`src/design/afe_pkg.sv`:
```
// Constants, types and register map of the front-end configuration bank.
// Assumes a serial configuration front end on core_clk delivering decoded accesses.
package afe_pkg;

  localparam int unsigned  AFE_ADDR_W    = 8;
  localparam int unsigned  AFE_DATA_W    = 16;
  localparam int unsigned  AFE_REG_COUNT = 10;

  localparam logic [1:0]   AFE_BANK_ONE  = 2'h1;
  localparam logic [1:0]   AFE_BANK_TWO  = 2'h2;

  localparam logic [15:0]  AFE_REG_RESET = 16'h0000;
  localparam logic [15:0]  AFE_RD_NONE   = 16'h0000;

  // Register indices
  localparam int unsigned  IDX_B2_INIT_BIT_A   = 0;
  localparam int unsigned  IDX_B2_INIT_BIT_B   = 1;
  localparam int unsigned  IDX_B2_INIT_BIT_C   = 2;
  localparam int unsigned  IDX_B2_INIT_FIELD_D = 3;
  localparam int unsigned  IDX_B2_INIT_FIELD_E = 4;
  localparam int unsigned  IDX_CHAN_B_RANGE    = 5;
  localparam int unsigned  IDX_CM_AND_PD       = 6;
  localparam int unsigned  IDX_CM_OVERRIDE     = 7;
  localparam int unsigned  IDX_B1_INIT_BIT_A   = 8;
  localparam int unsigned  IDX_B1_INIT_BIT_B   = 9;

  // Register offsets
  localparam logic [7:0]   OFS_BANK2_INIT_BIT_A           = 8'h0A;
  localparam logic [7:0]   OFS_BANK2_INIT_BIT_B           = 8'h12;
  localparam logic [7:0]   OFS_BANK2_INIT_BIT_C           = 8'h13;
  localparam logic [7:0]   OFS_BANK2_INIT_FIELD_D         = 8'h19;
  localparam logic [7:0]   OFS_BANK2_INIT_FIELD_E         = 8'h1F;
  localparam logic [7:0]   OFS_CHANNEL_B_RANGE            = 8'hC3;
  localparam logic [7:0]   OFS_COMMON_MODE_AND_POWER_DOWN = 8'hC4;
  localparam logic [7:0]   OFS_COMMON_MODE_GLOBAL_OVERRIDE = 8'hC5;
  localparam logic [7:0]   OFS_BANK1_INIT_BIT_A           = 8'hF4;
  localparam logic [7:0]   OFS_BANK1_INIT_BIT_B           = 8'hF6;

  localparam logic [7:0]   AFE_REG_OFS  [AFE_REG_COUNT] = '{
    OFS_BANK2_INIT_BIT_A, OFS_BANK2_INIT_BIT_B, OFS_BANK2_INIT_BIT_C,
    OFS_BANK2_INIT_FIELD_D, OFS_BANK2_INIT_FIELD_E, OFS_CHANNEL_B_RANGE,
    OFS_COMMON_MODE_AND_POWER_DOWN, OFS_COMMON_MODE_GLOBAL_OVERRIDE,
    OFS_BANK1_INIT_BIT_A, OFS_BANK1_INIT_BIT_B};
  localparam logic [1:0]   AFE_REG_BANK [AFE_REG_COUNT] = '{
    AFE_BANK_TWO, AFE_BANK_TWO, AFE_BANK_TWO, AFE_BANK_TWO, AFE_BANK_TWO,
    AFE_BANK_ONE, AFE_BANK_ONE, AFE_BANK_ONE, AFE_BANK_ONE, AFE_BANK_ONE};

  // Field positions
  localparam int unsigned  POS_CHAN_B_RANGE_LO   = 4;
  localparam int unsigned  POS_CHAN_B_CM_SPAN_LO = 8;
  localparam int unsigned  POS_CHAN_A_CM_SPAN_LO = 6;
  localparam int unsigned  POS_CHAN_B_CM_CTRL_ON = 3;
  localparam int unsigned  POS_CHAN_A_CM_CTRL_ON = 2;
  localparam int unsigned  POS_WHOLE_CHIP_SLEEP  = 0;
  localparam int unsigned  POS_CM_GLOBAL_OVERRIDE = 4;
  localparam int unsigned  POS_B1_INIT_A         = 1;
  localparam int unsigned  POS_B1_INIT_B         = 1;
  localparam int unsigned  POS_B2_INIT_A         = 14;
  localparam int unsigned  POS_B2_INIT_B         = 6;
  localparam int unsigned  POS_B2_INIT_C         = 15;
  localparam int unsigned  POS_INIT_FIELD_F_LO   = 9;
  localparam int unsigned  POS_INIT_FIELD_G_LO   = 11;

  // Range codes and spans in units of 100 mV
  localparam logic [3:0]   RANGE_CODE_5V   = 4'h0;
  localparam logic [3:0]   RANGE_CODE_3V5  = 4'h1;
  localparam logic [3:0]   RANGE_CODE_2V5  = 4'h2;
  localparam logic [3:0]   RANGE_CODE_7V   = 4'h3;
  localparam logic [3:0]   RANGE_CODE_10V  = 4'h4;
  localparam logic [3:0]   RANGE_CODE_12V  = 4'h5;
  localparam logic [6:0]   SPAN_5V         = 7'h32;
  localparam logic [6:0]   SPAN_3V5        = 7'h23;
  localparam logic [6:0]   SPAN_2V5        = 7'h19;
  localparam logic [6:0]   SPAN_7V         = 7'h46;
  localparam logic [6:0]   SPAN_10V        = 7'h64;
  localparam logic [6:0]   SPAN_12V        = 7'h78;
  localparam logic [6:0]   SPAN_NONE       = 7'h00;

  typedef enum logic [1:0]
  {
    AFE_CM_HALF_SPAN = 2'b00,
    AFE_CM_6V        = 2'b01,
    AFE_CM_12V       = 2'b10
  } afe_cm_e;

  typedef struct packed
  {
    logic [1:0]  bank;
    logic [7:0]  addr;
    logic [15:0] data;
  } afe_req_s;

  typedef struct packed
  {
    logic        b1_init_a;
    logic        b1_init_b;
    logic        b2_init_a;
    logic        b2_init_b;
    logic        b2_init_c;
    logic [2:0]  init_field_f;
    logic [1:0]  init_field_g;
  } afe_init_s;

  typedef struct packed
  {
    logic [6:0]  chan_b_span;
    logic        chan_b_span_ok;
    afe_cm_e     chan_a_cm;
    afe_cm_e     chan_b_cm;
    logic        whole_chip_sleep;
  } afe_cfg_s;

endpackage

```
`src/design/afe_cfg_reg.sv`:
```
// One read/write configuration register, reset to zero.
// Assumes write strobe and data come from logic on core_clk.
module afe_cfg_reg
  import afe_pkg::*;
#(
  parameter int unsigned W = AFE_DATA_W
)
(
  input  wire logic         core_clk,
  input  wire logic         rst_n,
  input  wire logic         wr_stb,
  input  wire logic [W-1:0] wr_data,
  output logic      [W-1:0] q
);

  logic [W-1:0] val_ff;
  logic [W-1:0] nxt_val;

  always_comb
  begin
    nxt_val = val_ff;
    if (wr_stb)
    begin
      nxt_val = wr_data;
    end
  end

  always_ff @(posedge core_clk or negedge rst_n)
  begin
    if (!rst_n)
    begin
      val_ff <= W'(AFE_REG_RESET);
    end
    else
    begin
      val_ff <= nxt_val;
    end
  end

  assign q = val_ff;

endmodule

```
`src/design/afe_cfg_regs.sv`:
```
// Front-end configuration bank: range, common mode, power-down and init registers.
// Assumes a serial configuration decoder on core_clk presents one access per strobe.
// Decoded fields are registered, so they follow a write by two clock edges.

// Behaviour
// - Channel B range code in bits 7..4 selects span 5,3.5,2.5,7,10,12 V.
// - Common-mode fields code 0 half span, 1 six volts, 2 twelve volts.
// - Per-channel enable bit off disables wide common-mode control, on enables it.
// - Power-down bit set sleeps the whole chip; clear keeps normal operation.
// - Override bit clear forces twelve volt common mode on both channels.
// - Every register here resets to zero in all fields.
module afe_cfg_regs
  import afe_pkg::*;
(
  input  wire logic                  core_clk,
  input  wire logic                  rst_n,
  input  wire afe_req_s              req,
  input  wire logic                  wr_stb,
  input  wire logic                  rd_stb,
  output logic     [AFE_DATA_W-1:0]  rd_data_ff,
  output logic                       rd_ack_ff,
  output logic                       unmapped_ff,
  output afe_cfg_s                   cfg_ff,
  output afe_init_s                  init_ff
);

  logic [AFE_REG_COUNT-1:0] hit;
  logic [AFE_REG_COUNT-1:0] reg_wr;
  logic [AFE_DATA_W-1:0]    reg_q [AFE_REG_COUNT];
  logic [AFE_DATA_W-1:0]    nxt_rd_data;
  logic                     nxt_rd_ack;
  logic                     nxt_unmapped;
  afe_cfg_s                 nxt_cfg;
  afe_init_s                nxt_init;
  logic [3:0]               range_b;
  logic [6:0]               span_b;
  logic                     span_b_ok;
  logic [1:0]               span_code [2];
  logic                     ctrl_on [2];
  afe_cm_e                  cm_mode [2];
  logic                     override_on;

  // Address decode, bank qualifies offset
  always_comb
  begin
    for (int i = 0; i < AFE_REG_COUNT; i++)
    begin
      hit[i] = (req.bank == AFE_REG_BANK[i]) && (req.addr == AFE_REG_OFS[i]);
    end
  end

  // Write enables
  assign reg_wr = hit & {AFE_REG_COUNT{wr_stb}};

  // Register storage, all bits writable
  for (genvar g = 0; g < AFE_REG_COUNT; g++)
  begin : g_reg
    afe_cfg_reg #(
      .W (AFE_DATA_W)
    ) u_reg (
      .core_clk (core_clk),
      .rst_n    (rst_n),
      .wr_stb   (reg_wr[g]),
      .wr_data  (req.data),
      .q        (reg_q[g])
    );
  end

  // Read path and unmapped access flag
  always_comb
  begin
    nxt_rd_data  = AFE_RD_NONE;
    nxt_rd_ack   = rd_stb;
    nxt_unmapped = (rd_stb || wr_stb) && (hit == '0);
    if (rd_stb)
    begin
      for (int i = 0; i < AFE_REG_COUNT; i++)
      begin
        if (hit[i])
        begin
          nxt_rd_data = reg_q[i];
        end
      end
    end
  end

  // Read answer registers
  always_ff @(posedge core_clk or negedge rst_n)
  begin
    if (!rst_n)
    begin
      rd_data_ff  <= AFE_RD_NONE;
      rd_ack_ff   <= 1'b0;
      unmapped_ff <= 1'b0;
    end
    else
    begin
      rd_data_ff  <= nxt_rd_data;
      rd_ack_ff   <= nxt_rd_ack;
      unmapped_ff <= nxt_unmapped;
    end
  end

  // Field extraction
  assign range_b     = reg_q[IDX_CHAN_B_RANGE][POS_CHAN_B_RANGE_LO +: 4];
  assign span_code[1] = reg_q[IDX_CM_AND_PD][POS_CHAN_B_CM_SPAN_LO +: 2];
  assign span_code[0] = reg_q[IDX_CM_AND_PD][POS_CHAN_A_CM_SPAN_LO +: 2];
  assign ctrl_on[1]   = reg_q[IDX_CM_AND_PD][POS_CHAN_B_CM_CTRL_ON];
  assign ctrl_on[0]   = reg_q[IDX_CM_AND_PD][POS_CHAN_A_CM_CTRL_ON];
  assign override_on = reg_q[IDX_CM_OVERRIDE][POS_CM_GLOBAL_OVERRIDE];

  // Common-mode pick, index 0 is channel A and index 1 channel B
  // A clear override bit wins over both per-channel fields
  for (genvar c = 0; c < 2; c++)
  begin : g_cm
    afe_cm_e mode;
    always_comb
    begin
      mode = AFE_CM_HALF_SPAN;
      if (!override_on)
      begin
        mode = AFE_CM_12V;
      end
      else if (!ctrl_on[c])
      begin
        mode = AFE_CM_HALF_SPAN;
      end
      else
      begin
        unique case (span_code[c])
          2'b00:   mode = AFE_CM_HALF_SPAN;
          2'b01:   mode = AFE_CM_6V;
          2'b10:   mode = AFE_CM_12V;
          default: mode = AFE_CM_HALF_SPAN;
        endcase
      end
    end
    assign cm_mode[c] = mode;
  end

  // Channel B span decode
  // Codes above 5 give zero span and clear the ok flag
  always_comb
  begin
    span_b    = SPAN_NONE;
    span_b_ok = 1'b1;
    unique case (range_b)
      RANGE_CODE_5V:  span_b = SPAN_5V;
      RANGE_CODE_3V5: span_b = SPAN_3V5;
      RANGE_CODE_2V5: span_b = SPAN_2V5;
      RANGE_CODE_7V:  span_b = SPAN_7V;
      RANGE_CODE_10V: span_b = SPAN_10V;
      RANGE_CODE_12V: span_b = SPAN_12V;
      default:
      begin
        span_b    = SPAN_NONE;
        span_b_ok = 1'b0;
      end
    endcase
  end

  // Decoded configuration toward the analog front end
  always_comb
  begin
    nxt_cfg                  = '0;
    nxt_cfg.chan_b_span      = span_b;
    nxt_cfg.chan_b_span_ok   = span_b_ok;
    nxt_cfg.chan_a_cm        = cm_mode[0];
    nxt_cfg.chan_b_cm        = cm_mode[1];
    nxt_cfg.whole_chip_sleep = reg_q[IDX_CM_AND_PD][POS_WHOLE_CHIP_SLEEP];
  end

  // Decoded configuration register
  always_ff @(posedge core_clk or negedge rst_n)
  begin
    if (!rst_n)
    begin
      cfg_ff <= '0;
    end
    else
    begin
      cfg_ff <= nxt_cfg;
    end
  end

  // Initialization fields as driven by host software
  always_comb
  begin
    nxt_init              = '0;
    nxt_init.b1_init_a    = reg_q[IDX_B1_INIT_BIT_A][POS_B1_INIT_A];
    nxt_init.b1_init_b    = reg_q[IDX_B1_INIT_BIT_B][POS_B1_INIT_B];
    nxt_init.b2_init_a    = reg_q[IDX_B2_INIT_BIT_A][POS_B2_INIT_A];
    nxt_init.b2_init_b    = reg_q[IDX_B2_INIT_BIT_B][POS_B2_INIT_B];
    nxt_init.b2_init_c    = reg_q[IDX_B2_INIT_BIT_C][POS_B2_INIT_C];
    nxt_init.init_field_f = reg_q[IDX_B2_INIT_FIELD_D][POS_INIT_FIELD_F_LO +: 3];
    nxt_init.init_field_g = reg_q[IDX_B2_INIT_FIELD_E][POS_INIT_FIELD_G_LO +: 2];
  end

  // Initialization field register
  always_ff @(posedge core_clk or negedge rst_n)
  begin
    if (!rst_n)
    begin
      init_ff <= '0;
    end
    else
    begin
      init_ff <= nxt_init;
    end
  end

endmodule

```
`config.mk`:
```
export PLATFORM = sky130hd
export DESIGN_NAME = afe_cfg_regs
export DESIGN_NICKNAME = d
export VERILOG_FILES = /design/src/design/afe_pkg.sv /design/src/design/afe_cfg_reg.sv /design/src/design/afe_cfg_regs.sv
export SDC_FILE = /design/constraint.sdc
export NUM_CORES = 1
export LEC_CHECK = 0
export BUFFER_PORTS_ARGS = -buffer_cell sky130_fd_sc_hd__buf_4
export CORE_MARGIN = 2
export CORE_UTILIZATION = 60
export DETAILED_ROUTE_END_ITERATION = 10
export PLACE_DENSITY = 0.8
export SLEW_MARGIN = 20
export SYNTH_ARGS = -nofsm -noshare
export SYNTH_HDL_FRONTEND = slang
export SYNTH_SLANG_ARGS = --single-unit
```
`constraint.sdc`:
```
create_clock -name core_clk -period 1.75 [get_ports core_clk]
set_input_delay 0.2625 -clock core_clk [delete_from_list [all_inputs] [get_ports core_clk]]
set_output_delay 0.2625 -clock core_clk [all_outputs]
set_load 0.05 [all_outputs]
```
### After elaboration in Yosys (flattened, before gate mapping)

Cells that the tools add are included.
Widths: inputs -> output; s select.

* equality and inequality tests: 21
* multiplexer cells: 19
* bitwise operators: 1
* reductions and logical operators: 15

Operators by type and width (count)
* $mux 16: 11
* $pmux 7 s6: 1
* $eq 8x8->1 const B: 5
* $eq 8x5->1 const B: 4
* $logic_and 1x1->1: 11
* $and 10x10->10: 1
* $logic_not 10->1: 1
* $eq 4x2->1 const B: 2
* $eq 4x3->1 const B: 2
* $eq 8x4->1 const B: 1
* $mux 2: 4
* $pmux 2 s2: 2
* $eq 2x1->1 const B: 3
* $eq 2x2->1 const B: 3
* $reduce_or 6->1: 1
* $eq 4x1->1 const B: 1
* $logic_not 4->1: 1
* $logic_or 1x1->1: 1
* $mux 1: 1

* flip-flop bits (word level): 201
* input port bits: 30
* word-level logic and storage cells: 81

### Depth between registers and ports, before layout

Gate-level depths: netlist of run 1.

* word-level depth: 13
* mapped depth: 8

### Modules after synthesis

A second synthesis of run 1 with hierarchy kept.

* cells, all modules: 715
* area total of the unflattened synthesis: 9780.6 sq um

Modules (own cells, without submodules)
* afe_cfg_reg: instances 10, cells an instance 34, area each 649.4 sq um, seq. area each 400.4 sq um
* afe_cfg_regs: instances 1, cells an instance 375, area each 3286.9 sq um, seq. area each 1026.0 sq um

### Worst setup path after synthesis of run 1

Ideal clock, no wire load.

* path kind: input port to flip-flop
* start: input req[19] (netlist bit)
* end: register g_reg[9].u_reg.val_ff[10]
* setup time: 125 ps
* data arrival time: 1931 ps
* data required time: 1625 ps
* setup slack: -306 ps
* stages: 6
* path buffers: 2
* cells stage by stage: clkbuf_1 -> or3b_2 -> nor2_1 -> nand4_1 -> clkbuf_1 -> mux2_2

* cells in the longest elaborated chain, start to end: 3

RTL lines
* start: declaration: RTL line afe_cfg_regs.sv:17 `input wire afe_req_s req,`
* $eq 8x8->1: RTL line afe_cfg_regs.sv:48 `hit[i] = (req.bank == AFE_REG_BANK[i]) && (req.addr == AFE_REG_OFS[i]);`
* $logic_and 1x1->1: RTL line afe_cfg_regs.sv:48
* $and 10x10->10: RTL line afe_cfg_regs.sv:53 `assign reg_wr = hit & {AFE_REG_COUNT{wr_stb}};`
* end signal: assignment: RTL line afe_cfg_reg.sv:32 `val_ff <= W'(AFE_REG_RESET);`
* end signal: assignment: RTL line afe_cfg_reg.sv:36 `val_ff <= nxt_val;`
* end: declaration: RTL line afe_cfg_reg.sv:16 `logic [W-1:0] val_ff;`

No other way between the ends.
A chain may end at the register's enable or synchronous reset.

### Worst setup path in the final report of run 1

* start: input req[22] (netlist bit)
* end: register rd_data_ff[8]

* cells in the longest elaborated chain, start to end: 13
* elaborated cells on any way between the ends: 31

RTL lines
* $eq 8x4->1: RTL line afe_cfg_regs.sv:48
* $logic_and 1x1->1: RTL line afe_cfg_regs.sv:48
* $mux 16 (9 in series): RTL line afe_cfg_regs.sv:79 `if (hit[i])`
* $mux 16 *: RTL line afe_cfg_regs.sv:79
* $mux 16 *: RTL line afe_cfg_regs.sv:75 `if (rd_stb)`
* named net nxt_rd_data[8]: RTL line afe_cfg_regs.sv:30 `logic [AFE_DATA_W-1:0] nxt_rd_data;`
* end signal: assignment: RTL line afe_cfg_regs.sv:98 `rd_data_ff <= nxt_rd_data;`
* end: declaration: RTL line afe_cfg_regs.sv:20 `output logic [AFE_DATA_W-1:0] rd_data_ff,`

The timed path passes the listed nets; every way through them passes the cells marked *.

==> summary.md, run 1 <==
| Metric | Value |
|---|---|
| Ports | 71 |
| Iteration count of the initial detailed-routing pass | 5 |
| Largest net degree at the start of global routing | 59 |
| Worst setup EP type | flip-flop |
| Syn Std Cell Area | 9042 um^2 |
| Pwr/cell area | 918.6 nW/um^2 |
| Initial DRC count | 743 |
| Worst Path Max Fanout | 8 |
| Clk Latency, worst-skew pair | 0.51 ns |
| Design Area, Final | 10980 um^2 |
| Max Slew Vio Count | 0 |
| Area delta synth->final | 21.41% |
| Period minus WS final | 1.765 ns |
| Seq/Total Area, Yosys | 55.62% |
| Core footprint | 14640 um^2 |
| # port buffers | 70 |
| N_diodes | 0 |
| Commonest non-fill, non-tap cells in the layout | 201 x dfrtp_1, 160 x mux2_2, 131 x buf_4 |
| Worst-path clk slew | 0.06 ns |
| RSZ-0062 raised after global routing | yes |
| Wire per inst | 23.42 um |
| Design Power | 10.08 mW |
| First element of the critical path | req[22] |
| Peak Freq | 566.6 MHz |
| Crit path buf inv count | 3 |
| Fin Hold WS | 0.04022 ns |
| Hold crit path type | in -> reg |
| P_leak | 5.367 nW |
| CTS Buffer Depth | 3 |
| Crit-path max cell delay | 0.54 ns |
| Total wire length | 23910 um |
| DP HPWL | 16390 um |
| Synthesized area per cell | 12.54 um^2 |
| Pre-CTS WS | -0.3869 ns |
| Post-synthesis mux area share | 19.93% |
| Worst r2r src | g_reg[5].u_reg.q[14] |
| Remaining global-route overflow | 0 |
| Clock Power Share | 46.1% |
| Synth Area in Adders | 0% |
| Final ANT Viol Nets | 0 |
| Vias per inst | 6.556 |
| Nets@finish | 854 |
| Routability-driven placement congestion ratio | 0.9845 |
| Sw Share | 22.42% |
| Worst Path Class, Setup | in -> reg |
| VDD IR-drop max | 0.7771 mV |
| Seq pwr share | 47.2% |
| Pint | 7.824 mW |
| # setup viols final | 2 |
| CTS tree | done |
| Post-DP Area | 10190 um^2 |
| Initial antenna violation count | 0 |
| Fin. Hold Viols | 0 |
| EDFF count, synth | 0 |
| Number of max-cap violations | 0 |
| Startpoint Class | input pin |
| Async set or reset register ratio after synthesis | 100.0% |
| DIE AREA | 16070 um^2 |
| Yosys cell types | 60 |
| Initial core utilization | 61.75% |
| Critical path's top delay family | simple AND/OR/NAND/NOR gates |
| Synth Flop Type | dfrtp_1 |
| Cell Chain, Critical Path | buf_4, or4_4, or4_4, buf_12, buf_12, a21oi_1, a211oi_1, o22ai_1 |
| Req. time, crit path | 2.17 ns |
| Slew of the pin with the lowest slew margin | 0.7335 ns |
| Num CTS Buffers | 21 |
| DR vias | 6694 |
| Sw Pwr | 2.261 mW |
| Number of synthesized register bits | 201 |
| Yosys Warn Count | 0 |
| Clock sinks | 201 |
| DIE HEIGHT | 126.8 um |
| Global-route wire length before repair | 38090 um |
| Cells after Synth | 721 |
| Comb pwr share | 6.8% |
| Clock skew | 0.02242 ns |
| DRC | 0 |
| Vias in the first global route | 6855 |
| Layout cell share with drive strength beyond 1 | 42.65% |
| TNS Setup | -0.02202 ns |
| Hold Path Origin | rd_stb |
| Status | complete, but fails checks |
| Syn Nets | 751 |
| Worst rel slew slack | 51.00% |
| Synth Area in XOR/XNOR | 0.09686% |
| Failing checks | negative setup slack |
| Post-synthesis compound-gate area fraction | 13.75% |
| Critical path arrival | 2.18 ns |
| CTS Root Cell | clkbuf_16 |
| Period Utilization, post-route | 100.8% |
| Total track usage | 30.07% |
| Slowest-stage cell, CP | or4_4 |
| Htree depth | 1 |
| Simple-gate area share of the yosys netlist | 6.448% |
| Die width | 126.8 um |
| Main combinational cell family by area after synthesis | multiplexers |
| Commonest non-fill, non-tap cell in the layout | dfrtp_1 |
| Final worst setup slack | -0.01478 ns |
| Core Rows | 44 |
power by group through the flow:
stage | clock, mW | sequential, mW | combinational [mW]
after floorplan | 0 | 4.87 | 0.283
after global placement | 0 | 4.83 | 0.648
after detailed placement | 0 | 4.84 | 0.668
after CTS | 4.68 | 4.75 | 0.674
after global routing | 4.87 | 4.76 | 0.734
final | 4.65 | 4.76 | 0.682
final cells by class:
type / count / area [um^2]
Sequential cell: 201 / 5030
Multi-Input combinational cell: 448 / 3689
Fill cell: 871 / 3666
Timing Repair Buffer: 148 / 1308
Clock buffer: 29 / 565.5
Tap cell: 184 / 230.2
Clock inverter: 7 / 141.4
Inverter: 4 / 15.01
metrics by stage:
step,utilization [%],std cells
CTS,74.45,1018
finish,74.97,1021
floorplan,-,721
global placement,69.56,981
global route,74.97,1021
detailed placement,69.56,981
synth_stat cells (7+ instances only):
master / n / share of area [%]
buf_1: 19 / 0.79
o21a_1: 11 / 0.91
clkbuf_8: 7 / 1.1
nand2_1: 29 / 1.2
o22ai_1: 25 / 1.7
a211oi_1: 11 / 0.91
mux2_2: 160 / 20
a22oi_1: 28 / 2.3
dfrtp_1: 201 / 56
buf_2: 7 / 0.39
o21ai_0: 36 / 2.0
nor2b_1: 9 / 0.62
a21o_1: 8 / 0.66
nand3_1: 12 / 0.66
a21oi_1: 27 / 1.5
o221ai_1: 13 / 1.3
nor2_1: 11 / 0.46
clkbuf_1: 31 / 1.3
a22o_1: 7 / 0.68
kinds of logic (layout without fill, tap and decap cells):
kind of cell | after synthesis | in the layout
and+or+nand+nor | 102 | 102
buffers and inverters | 72 | 188
DFF | 201 | 201
xor gates and xnor gates | 1 | 1
AOI/OAI and AO/OA | 185 | 185
muxes | 160 | 160
timing repair:
item / in CTS / in global routing
setup buffers: 0 / 3
endpoints found under the hold margin: 52 / 0
hold buffers: 1 / 0
endpoints found under the setup margin: 0 / 1
gates resized for setup: 0 / 10
registers in the layout, indices dropped and copies added (netlist names):
signal,cells
rd_ack_ff,1
unmapped_ff,1
rd_data_ff,16
cfg_ff,13
init_ff,10
g.u_reg.q,160
metal layers:
metal / global-route usage, % / wire [um] / vias up
li1: - / - / 2890
met1: 43.86 / 10200 / 3422
met2: 47.31 / 11290 / 314
met3: 4.386 / 1788 / 68
met4: 9.632 / 633 / 0
met5: 0 / 0 / -
final timing paths:
kind | depth (start not counted) | slack [ns] | end
max in group asynchronous | 3 | 0.74 | g_reg[0].u_reg.q[5]
min in group asynchronous | 2 | 0.32 | init_ff[9]
worst max register to register | 5 | 0.20 | rd_data_ff[14]
worst min-delay path | 1 | 0.04 | rd_ack_ff
worst min register to register | 0 | 0.41 | cfg_ff[0]
worst max-delay path | 8 | -0.01 | rd_data_ff[8]
Note: power is estimated with default switching activity, not from simulation.
==> run 2, diff against run 1 <==
--- a/config.mk
+++ b/config.mk
@@ -10,6 +10,7 @@
 export CORE_UTILIZATION = 60
 export DETAILED_ROUTE_END_ITERATION = 10
 export PLACE_DENSITY = 0.8
+export SKIP_CTS_REPAIR_TIMING = 1
 export SLEW_MARGIN = 20
 export SYNTH_ARGS = -nofsm -noshare
 export SYNTH_HDL_FRONTEND = slang
==> summary.md, run 2 (synthesized netlist as in run 1, its figures left out) <==
| Metric | Value |
|---|---|
| Fin Hold WS | 0.04233 ns (+0.002110 ns) |
| DIE AREA | 16070 um^2 (unchanged) |
| Initial antenna violation count | 0 (unchanged) |
| Initial core utilization | 61.75% (unchanged) |
| Worst r2r src | g_reg[5].u_reg.q[14] |
| Final worst setup slack | -0.02647 ns (-0.01169 ns) |
| Final ANT Viol Nets | 0 (unchanged) |
| CTS Root Cell | clkbuf_16 |
| Clock skew | 0.02220 ns (-0.0002232 ns) |
| Reg-to-reg setup timing slack | 0.17 ns (-0.03 ns) |
| Die width | 126.8 um (unchanged) |
| Iteration count of the initial detailed-routing pass | 5 (unchanged) |
| Pwr/cell area | 918.8 nW/um^2 (about the same) |
| Non-Filler Instances | 1021 (unchanged) |
| DP HPWL | 16390 um (unchanged) |
| Area delta synth->final | 21.41% (unchanged) |
| Fin. Hold Viols | 0 (unchanged) |
| Num CTS Buffers | 21 (unchanged) |
| Worst-path clk slew | 0.06 ns (about the same) |
| Worst rel slew slack | 52.21% (+1.2 points) |
| N_diodes | 0 (unchanged) |
| Ports | 71 (unchanged) |
| Commonest non-fill, non-tap cell in the layout | dfrtp_1 |
| CTS Buffer Depth | 3 (unchanged) |
| Hold EP | rd_ack_ff |
| P_leak | 5.367 nW (unchanged) |
| Total wire length | 23960 um (+0.21%) |
| Pre-CTS WS | -0.3869 ns (unchanged) |
| Hold Path Origin | rd_stb |
| Slew of the pin with the lowest slew margin | 0.7154 ns (-0.01810 ns) |
| Vias in the first global route | 6855 (unchanged) |
| DP Cell Count | 981 (unchanged) |
| Worst Path Class, Setup | in -> reg |
| Routability-driven placement congestion ratio | 0.9845 (unchanged) |
| Initial DRC count | 674 (-9.3%) |
| Vias per inst | 6.573 (+0.25%) |
| Period Utilization, post-route | 101.5% (+0.67 points) |
| Number of max-cap violations | 0 (unchanged) |
| DIE HEIGHT | 126.8 um (unchanged) |
| Startpoint Class | input pin |
| # setup viols final | 2 (unchanged) |
| Worst Path Max Fanout | 8 (unchanged) |
| DRC | 0 (unchanged) |
| Worst setup EP type | flip-flop |
| Slowest-stage cell, CP | or4_4 |
| Hold crit path type | in -> reg |
| Htree depth | 1 (unchanged) |
| # port buffers | 70 (unchanged) |
| WHS Path Cells | 1 (unchanged) |
| Core footprint | 14640 um^2 (unchanged) |
| Worst R2R End | rd_data_ff[14] |
| CTS tree | done |
| Failing checks | negative setup slack |
| Finished Core Util | 74.97% (unchanged) |
| Clk Latency, worst-skew pair | 0.51 ns (about the same) |
| VDD IR-drop max | 0.7783 mV (+0.15%) |
| DR vias | 6711 (+0.25%) |
| Worst-case reg-to-reg path depth | 5 (unchanged) |
| Layout cell share with drive strength beyond 1 | 42.65% (unchanged) |
| Commonest non-fill, non-tap cells in the layout | 201 x dfrtp_1, 160 x mux2_2, 131 x buf_4 |
| Cell Chain, Critical Path | buf_4, or4_4, or4_4, buf_12, buf_4, a21oi_2, a211oi_1, o32ai_1 |
| Status | complete, but fails checks |
| Global-route wire length before repair | 38090 um (unchanged) |
| RSZ-0062 raised after global routing | yes |
| Period minus WS final | 1.776 ns (+0.01169 ns) |
| Total track usage | 30.07% (unchanged) |
| Nets@finish | 854 (unchanged) |
| Clock sinks | 201 (unchanged) |
| Max Slew Vio Count | 0 (unchanged) |
| Wire per inst | 23.47 um (+0.21%) |
| Max FFs per register | 160 (unchanged) |
| Critical path arrival | 2.17 ns (about the same) |
| Largest net degree at the start of global routing | 59 (unchanged) |
| Core Rows | 44 (unchanged) |
| Crit-path max cell delay | 0.54 ns (about the same) |
| Req. time, crit path | 2.14 ns (-0.03 ns) |
| Remaining global-route overflow | 0 (unchanged) |
| Peak Freq | 562.9 MHz (-0.66%) |
[run 2: cell counts in the layout (fill, tap and decap cells not counted)]
Identical to the previous run, type by type.
[run 2: per-stage QoR]
stage	total power, mW	instance area [um^2]	setup TNS (ns)
floorplan	5.151	9115	-12.04
global placement	5.480	10190	-29.60
detailed placement	5.507	10190	-31.42
CTS	10.11	10890	0
global route	10.37	10980	-0.1339
finish	10.09	10980	-0.04899
[run 2: worst max path at each step]
| stage | start | endpoint |
|---|---|---|
| finish | req[22] | rd_data_ff[7] |
| global route | req[22] | rd_data_ff[8] |
| CTS | req[24] | rd_data_ff[6] |
| detailed placement | req[24] | rd_data_ff[2] |
| global placement | req[24] | rd_data_ff[6] |
| floorplan | req[24] | rd_data_ff[7] |
[run 2: critical path, delay by kind of cell]
| family | cells | cell delay [ns] |
|---|---|---|
| buffers and inverters | 3 | 0.41 |
| and+or+nand+nor | 2 | 1.08 |
| AOI/OAI and AO/OA | 3 | 0.42 |
[run 2: cell type report]
type                    instances  area (um^2)
clock buffers                  29        565.5
clock inverters                 7        141.4
fillers                       871         3666
inverters                       4        15.01
multi-input cells             448         3689
flip-flops and latches        201         5030
well taps                     184        230.2
repair buffers                148         1308
[run 2: per-layer routing]
layer | wire length, um | GRT usage [%] | up-vias
li1 | - | - | 2894
met1 | 10110 | 43.83 | 3427
met2 | 11300 | 47.31 | 322
met3 | 1876 | 4.429 | 68
met4 | 669 | 9.632 | 0
met5 | 0 | 0 | -
[run 2: power by group]
part | switching, mW | internal, mW | total [mW]
registers | 0.0419 | 4.71 | 4.76
logic | 0.423 | 0.260 | 0.684
clock network | 1.80 | 2.85 | 4.65
total | 2.26 | 7.82 | 10.1
